--- src/fce_defines.svh ---
// shared constants for fault clear and enable control
`ifndef FCE_DEFINES_SVH
`define FCE_DEFINES_SVH

// ============================================================
// sizes
`define FCE_NUM_DIN 7
`define FCE_MODE_W 4
`define FCE_CODE_W 12

// ============================================================
// input function selections
`define FCE_MODE_CLEAR_FAULT 4'h1

// ============================================================
// fault report codes, hex digits of the displayed number
`define FCE_CODE_NONE 12'h000
`define FCE_CODE_STO 12'h602
`define FCE_CODE_BUS_LOST 12'h702
`define FCE_CODE_STOP_TMO 12'h703

// ============================================================
// control word bit positions (object 6040h)
`define FCE_CW_SWITCH_ON 0
`define FCE_CW_ENABLE_VOLT 1
`define FCE_CW_QUICK_STOP 2
`define FCE_CW_ENABLE_OP 3
`define FCE_CW_FAULT_RESET 7

// ============================================================
// stop timeout: default in microseconds, counted in cycles at 100 MHz
`define FCE_CLK_MHZ 100
`define FCE_STOP_TMO_US 1000
`define FCE_TMO_W 32
`define FCE_RESET_BIT 1'b0
`define FCE_COUNT_ZERO 32'h0000_0000

`endif

--- src/fce_pkg.sv ---
// types for fault clear and enable control
`default_nettype none
package fce_pkg;
  `include "fce_defines.svh"
  typedef logic [`FCE_NUM_DIN-1:0] fce_din_t;
  typedef logic [`FCE_NUM_DIN*`FCE_MODE_W-1:0] fce_modes_t;
  typedef logic [`FCE_CODE_W-1:0] fce_code_t;
  typedef logic [15:0] fce_cw_t;
  typedef enum logic [1:0] {FCE_DISABLED, FCE_ENABLED, FCE_STOPPING} fce_state_e;
endpackage
`default_nettype wire

--- src/fce_fault_clear_enable.sv ---
// fault latching, clearing and enable sequencing for the drive control
`timescale 1ns/100ps
`default_nettype none
`include "fce_defines.svh"

module fce_fault_clear_enable #(
  parameter logic [`FCE_TMO_W-1:0] STOP_TMO_CYC = `FCE_STOP_TMO_US * `FCE_CLK_MHZ
) (
  input wire logic mclk_i,
  input wire logic rst_i,
  input wire logic drive_enable_cmd_i,
  input wire logic drive_disable_cmd_i,
  input wire logic fault_clear_cmd_i,
  input wire fce_pkg::fce_cw_t ctrl_word_i,
  input wire logic ctrl_word_valid_i,
  input wire logic fieldbus_ctrl_i,
  input wire logic hw_enable_i,
  input wire fce_pkg::fce_din_t din_i,
  input wire fce_pkg::fce_modes_t input_function_select_i,
  input wire logic safe_torque_off_i,
  input wire logic bus_lost_i,
  input wire logic bus_lost_is_warning_i,
  input wire logic motor_stopped_i,
  output logic drive_enabled_o,
  output logic fault_o,
  output fce_pkg::fce_code_t fault_code_o,
  output logic warning_o,
  output fce_pkg::fce_code_t warning_code_o
);
  import fce_pkg::*;

  // ============================================================
  // input synchronisers
  // pins are asynchronous; two flops before anything looks at them
  fce_din_t din_meta_r;
  fce_din_t din_sync_r;
  fce_din_t din_prev_r;
  logic hwen_meta_r;
  logic hwen_sync_r;
  logic sto_meta_r;
  logic sto_sync_r;

  always_ff @(posedge mclk_i) begin
    din_meta_r <= din_i;
    din_sync_r <= din_meta_r;
    hwen_meta_r <= hw_enable_i;
    hwen_sync_r <= hwen_meta_r;
    sto_meta_r <= safe_torque_off_i;
    sto_sync_r <= sto_meta_r;
  end

  // previous synchronised level for edge detection
  always_ff @(posedge mclk_i) begin
    if (rst_i) begin
      din_prev_r <= '0;
    end else begin
      din_prev_r <= din_sync_r;
    end
  end

  // ============================================================
  // clear sources
  function automatic fce_din_t clear_inputs(input fce_modes_t modes);
    fce_din_t sel;
    sel = '0;
    for (int i = 0; i < `FCE_NUM_DIN; i++) begin
      sel[i] = (modes[i*`FCE_MODE_W +: `FCE_MODE_W] == `FCE_MODE_CLEAR_FAULT);
    end
    return sel;
  endfunction

  // previous control word fault-reset bit, the reset acts on its rising edge
  logic cw_reset_prev_r;
  // previous control word enable pattern, the enable acts on its rising edge
  logic cw_en_prev_r;
  wire logic cw_reset_bit = ctrl_word_i[`FCE_CW_FAULT_RESET];
  wire fce_din_t din_rise = din_sync_r & ~din_prev_r;
  wire logic din_clear = |(din_rise & clear_inputs(input_function_select_i));
  wire logic cw_clear = fieldbus_ctrl_i & ctrl_word_valid_i & cw_reset_bit
    & ~cw_reset_prev_r;
  // command-type clears also disable; the input clear does not
  wire logic cmd_clear = fault_clear_cmd_i | cw_clear;

  always_ff @(posedge mclk_i) begin
    if (rst_i) begin
      cw_reset_prev_r <= `FCE_RESET_BIT;
    end else if (ctrl_word_valid_i) begin
      cw_reset_prev_r <= cw_reset_bit;
    end
  end

  // ============================================================
  // enable and disable requests
  // control word enable needs switch on, voltage, quick stop released, op enable
  wire logic cw_enable = ctrl_word_i[`FCE_CW_SWITCH_ON] & ctrl_word_i[`FCE_CW_ENABLE_VOLT]
    & ctrl_word_i[`FCE_CW_QUICK_STOP] & ctrl_word_i[`FCE_CW_ENABLE_OP];
  wire logic cw_en_req = fieldbus_ctrl_i & ctrl_word_valid_i & cw_enable & ~cw_en_prev_r;
  wire logic cw_dis_req = fieldbus_ctrl_i & ctrl_word_valid_i & ~cw_enable;
  wire logic en_req = drive_enable_cmd_i | cw_en_req;
  wire logic dis_req = drive_disable_cmd_i | cw_dis_req;

  // ============================================================
  // fault latches; a new event wins over a clear in the same cycle
  logic sto_flt_r;
  logic bus_flt_r;
  logic tmo_flt_r;
  logic bus_warn_r;
  logic sw_enable_r;
  logic sw_enable_nxt;
  logic clear_armed_r;
  logic [`FCE_TMO_W-1:0] stop_cnt_r;
  fce_state_e state_r;
  fce_state_e state_nxt;

  wire logic any_clear = cmd_clear | (din_clear & clear_armed_r);
  wire logic bus_fault_ev = bus_lost_i & ~bus_lost_is_warning_i;
  wire logic stop_tmo_ev = (state_r == FCE_STOPPING) & ~motor_stopped_i
    & (stop_cnt_r >= STOP_TMO_CYC);
  wire logic fault_any = sto_flt_r | bus_flt_r | tmo_flt_r;
  // a still-active condition keeps its latch set, so the drive stays off
  wire logic cond_active = sto_sync_r | bus_fault_ev;

  always_ff @(posedge mclk_i) begin
    if (rst_i) begin
      sto_flt_r <= `FCE_RESET_BIT;
      bus_flt_r <= `FCE_RESET_BIT;
      tmo_flt_r <= `FCE_RESET_BIT;
      bus_warn_r <= `FCE_RESET_BIT;
    end else begin
      sto_flt_r <= sto_sync_r | (sto_flt_r & ~any_clear);
      bus_flt_r <= bus_fault_ev | (bus_flt_r & ~any_clear);
      bus_warn_r <= bus_lost_i & bus_lost_is_warning_i;
      tmo_flt_r <= stop_tmo_ev | (tmo_flt_r & ~any_clear);
    end
  end

  // ============================================================
  // software enable request
  // a command clear drops the request; only a new enable restores it
  always_comb begin
    sw_enable_nxt = sw_enable_r;
    if (dis_req | cmd_clear) begin
      sw_enable_nxt = 1'b0;
    end else if (en_req) begin
      sw_enable_nxt = 1'b1;
    end
  end

  // the input clear is honoured only after a disable once the fault hit
  always_ff @(posedge mclk_i) begin
    if (rst_i) begin
      sw_enable_r <= `FCE_RESET_BIT;
      cw_en_prev_r <= `FCE_RESET_BIT;
      clear_armed_r <= `FCE_RESET_BIT;
    end else begin
      sw_enable_r <= sw_enable_nxt;
      if (ctrl_word_valid_i) begin
        cw_en_prev_r <= cw_enable;
      end
      if (!fault_any || any_clear) begin
        clear_armed_r <= 1'b0;
      end else if (dis_req && state_r != FCE_ENABLED) begin
        clear_armed_r <= 1'b1;
      end
    end
  end

  // ============================================================
  // drive state machine
  // enabling needs the hardware gate whatever clear method was used
  wire logic may_enable = sw_enable_nxt & hwen_sync_r & ~fault_any & ~cond_active;
  // an input clear leaves the software request standing, so may_enable brings the
  // drive back one cycle later, on the edge where fault_o falls; never both high

  always_comb begin
    state_nxt = state_r;
    case (state_r)
      FCE_DISABLED: begin
        if (may_enable) begin
          state_nxt = FCE_ENABLED;
        end
      end
      FCE_ENABLED: begin
        if (!hwen_sync_r || sto_sync_r) begin
          state_nxt = FCE_DISABLED;
        end else if (!sw_enable_nxt || fault_any || cond_active) begin
          state_nxt = FCE_STOPPING;
        end
      end
      FCE_STOPPING: begin
        if (motor_stopped_i || stop_tmo_ev || !hwen_sync_r) begin
          state_nxt = FCE_DISABLED;
        end
      end
      default: begin
        state_nxt = FCE_DISABLED;
      end
    endcase
  end

  // stop timer runs only while stopping
  always_ff @(posedge mclk_i) begin
    if (rst_i) begin
      state_r <= FCE_DISABLED;
      stop_cnt_r <= `FCE_COUNT_ZERO;
    end else begin
      state_r <= state_nxt;
      if (state_r == FCE_STOPPING && state_nxt == FCE_STOPPING) begin
        stop_cnt_r <= stop_cnt_r + 1'b1;
      end else begin
        stop_cnt_r <= `FCE_COUNT_ZERO;
      end
    end
  end

  // ============================================================
  // registered outputs; lowest code wins when several faults stand
  always_ff @(posedge mclk_i) begin
    if (rst_i) begin
      drive_enabled_o <= `FCE_RESET_BIT;
      fault_o <= `FCE_RESET_BIT;
      fault_code_o <= `FCE_CODE_NONE;
      warning_o <= `FCE_RESET_BIT;
      warning_code_o <= `FCE_CODE_NONE;
    end else begin
      drive_enabled_o <= (state_nxt == FCE_ENABLED);
      fault_o <= fault_any;
      if (sto_flt_r) begin
        fault_code_o <= `FCE_CODE_STO;
      end else if (bus_flt_r) begin
        fault_code_o <= `FCE_CODE_BUS_LOST;
      end else if (tmo_flt_r) begin
        fault_code_o <= `FCE_CODE_STOP_TMO;
      end else begin
        fault_code_o <= `FCE_CODE_NONE;
      end
      warning_o <= bus_warn_r;
      warning_code_o <= bus_warn_r ? `FCE_CODE_BUS_LOST : `FCE_CODE_NONE;
    end
  end
endmodule
`default_nettype wire

--- config.mk ---
export PLATFORM = sky130hd
export DESIGN_NAME = fce_fault_clear_enable
export DESIGN_NICKNAME = d
export VERILOG_FILES = /design/src/fce_pkg.sv /design/src/fce_fault_clear_enable.sv
export VERILOG_INCLUDE_DIRS = /design/src
export SDC_FILE = /design/constraint.sdc
export NUM_CORES = 1
export LEC_CHECK = 0
export ABC_AREA = 1
export BUFFER_PORTS_ARGS = -buffer_cell sky130_fd_sc_hd__buf_4
export CORE_MARGIN = 2
export CORE_UTILIZATION = 40
export CTS_CLUSTER_DIAMETER = 150
export DETAILED_ROUTE_END_ITERATION = 7
export PLACE_DENSITY = 0.72
export SYNTH_ARGS = -nofsm -noshare
export SYNTH_HDL_FRONTEND = slang
export SYNTH_SLANG_ARGS = --single-unit
--- constraint.sdc ---
create_clock -name mclk_i -period 3 [get_ports mclk_i]
set_input_delay 0.6 -clock mclk_i [delete_from_list [all_inputs] [get_ports mclk_i]]
set_output_delay 0.6 -clock mclk_i [all_outputs]
set_load 0.05 [all_outputs]
==> metrics.yaml <==
whs_path_depth: 0
wl_met1_um: 1980
fp.dieArea_mm2: 0.00795
clkTransAtPathRegs_ps: 80
hold_start: "din_meta_r[5]"
cts_setup_buffers: 0
yosysMostFrequentCell: "dfxtp_1"
rows: 31
synthAdderAreaFrac_pct: 0.862
dr_total_vias: 2111
cts_max_level: 3
grt_pass1_vias: 1927
synth_xor_area_share_pct: 4.53
r2r_end: "stop_cnt_r[10]"
grt_pass1_wl_um: 7980
dr_wl_met2_um: 2190
ys_ff_latch: 73
clock_sink_count: 73
critPathMaxFanout: 4
r2r_cells: 7
async_flop_share_pct: 0
wl_met3_um: 260
cts-root-buf: "clkbuf_8"
grtUsageTotal_pct: 13.1
syn-cell-area_mm2: 0.00290
final_util_pct: 50.9
portBuffers: 63
first_iter_violations: 24
vdd_drop_max_mv: 0.389
multi_input_area_mm2: 0.00115
synthSimpleGateAreaFrac_pct: 28.3
ys_top_cells_by_count: "dfxtp_1, nor2_1, inv_1"
core_area_mm2: 0.00714
synthMuxAreaShare_pct: 0
synth_top_area_cell: "dfxtp_1"
yosysWarningCount: 0
reg2reg_from: "stop_cnt_r[0]"
fin_crit_ps: 1590
antenna_found_initial: 0
layout-drive-gt1-share_pct: 26.4
fin_setup_tns_ps: 0
cp-end-kind: "flip-flop"
drt_drc_violations_left: 0
post_dp_cell_area_mm2: 0.00342
num_io_pins: 90
setup_viol: 0
wl_per_cell_um: 8.69
drt_first_pass_iters: 4
syn_to_final_growth_pct: 25.3
clock_path_buffers: 2
ys.flop_type: "dfxtp_1"
post_synth_inst_count: 341
top_layer: "met4"
antenna_cells: 0
hold_viol: 0
synth-seq-area-share_pct: 50.3
synth_area_leaders: "dfxtp_1, nor2_1, inv_1"
cts_tree: "yes"
grt_max_degree: 18
die_height_um: 89.2
critPathRequiredTime_ps: 3240
cts_resized: 0
fillCellCount: 701
clock_skew_ps: 8.87
viasPerCell: 4.03
place.gp.congestion: 0.898
initial_core_util_pct: 40.7
cts_made_buffers: 9
cp.arrival_ps: 1830
synth_edf_count: 0
synth-compound-area-share_pct: 2.24
critPathKind: "flip-flop to flip-flop"
critPathLaunchType: "flip-flop"
avgSynthCellArea_um2: 8.51
total_power_w: 0.00199
synth_top_family_by_area: "simple AND/OR/NAND/NOR gates"
worst_skew_pair.late_latency_ps: 350
yosysUniqueCellTypes: 31
status: "finished clean"
power_density_mw_per_mm2: 546
dp_hpwl_um: 3530
fin_nets: 485
final_cell_area_mm2: 0.00364
hold_class: "flip-flop to flip-flop"
grt_setup_unrepaired: "false"
ctsHoldBuffers: 0
hold_path_end: "din_sync_r[5]"
power.leakage_nw: 1.69
grt_overflow: 0
netlist.area_leader.share_pct: 50.3
reg2reg_setup_slack_ps: 1410
fmax_mhz: 628
drv_slew: 0
regArea_mm2: 0.00146
period_share_pct: 53.1
die_w_um: 89.2
wirelength_um: 4550
maxCapViolCount: 0
antenna_left: 0
==> state kept, by name (all words and copies together), names as in the netlist, 2 cells and up <==
register and cells:
state_r 2, fault_code_o 3, stop_cnt_r 32, din_prev_r 7
din_meta_r 7, din_sync_r 7
==> metal layers <==
metal / global-route usage (%) / vias up
met5: 0 / -
met2: 20.3 / 48
met4: 7.33 / 0
met3: 4.80 / 11
li1: - / 1132
met1: 15.8 / 920
==> kinds of logic (layout without fill, tap and decap cells) <==
kind of cell / Yosys count / count (layout)
xor gates and xnor gates: 15 / 15
AOI/OAI and AO/OA: 10 / 10
other: 1 / 30
buffers and inverters: 80 / 135
DFF: 73 / 73
adders and majority gates: 2 / 2
and+or+nand+nor: 160 / 160
==> how the worst max path moves through the flow <==
stage	start	endpoint	slack (ps)
global placement	ctrl_word_valid_i	stop_cnt_r[11]	1130
detailed placement	ctrl_word_valid_i	stop_cnt_r[13]	1080
floorplan	ctrl_word_i[0]	stop_cnt_r[10]	1390
finish	stop_cnt_r[0]	stop_cnt_r[10]	1410
CTS	stop_cnt_r[0]	stop_cnt_r[10]	1400
global route	stop_cnt_r[0]	stop_cnt_r[10]	1210
==> worst max-delay path, stage by stage, from the launching register on <==
cell and delay, ps:
dfxtp_1 380, ha_1 230, nand3_2 140, nor2_1 240
nand2_1 130, nor2_1 130, xnor2_1 180, nor2_4 60
==> cell usage in the layout, fill, tap and decap left out, drive strengths merged <==
cell type	n
o2111ai	1
nand3	18
nor3	5
clkbuf	10
conb	30
clkinvlp	1
xnor2	4
nand4	6
nor4	1
or2	1
nand3b	1
ha	2
nor2	79
inv	58
a21oi	7
o21ai	2
nand2	48
and2	1
clkinv	2
dfxtp	73
buf	63
bufinv	1
xor2	11
==> cell type report <==
class / count / share of cell area, %
Clock buffer: 10 / 3.79
Clock inverter: 6 / 2.06
Inverter: 56 / 5.78
Multi-Input combinational cell: 217 / 31.8
Sequential cell: 73 / 40.2
Tap cell: 99 / 3.41
Timing Repair Buffer: 63 / 13.0
==> report_power, final <==
part / total (W) / switching [W] / internal [W] / leakage (nW)
Combinational: 0.000180 / 0.000111 / 0.0000692 / 0.981
Sequential: 0.00102 / 0.0000110 / 0.00100 / 0.604
Clock: 0.000791 / 0.000374 / 0.000417 / 0.105
==> per-stage QoR <==
step           std cells  setup WS [ps]  hold slack, ps
6_report             524           1410             326
5_1_grt              524           1210             318
4_1_cts              524           1400             321
3_5_place_dp         508           1080             313
3_3_place_gp         508           1130             310
2_1_floorplan        370           1390             310
No activity file was read; power rests on OpenSTA's default activity.
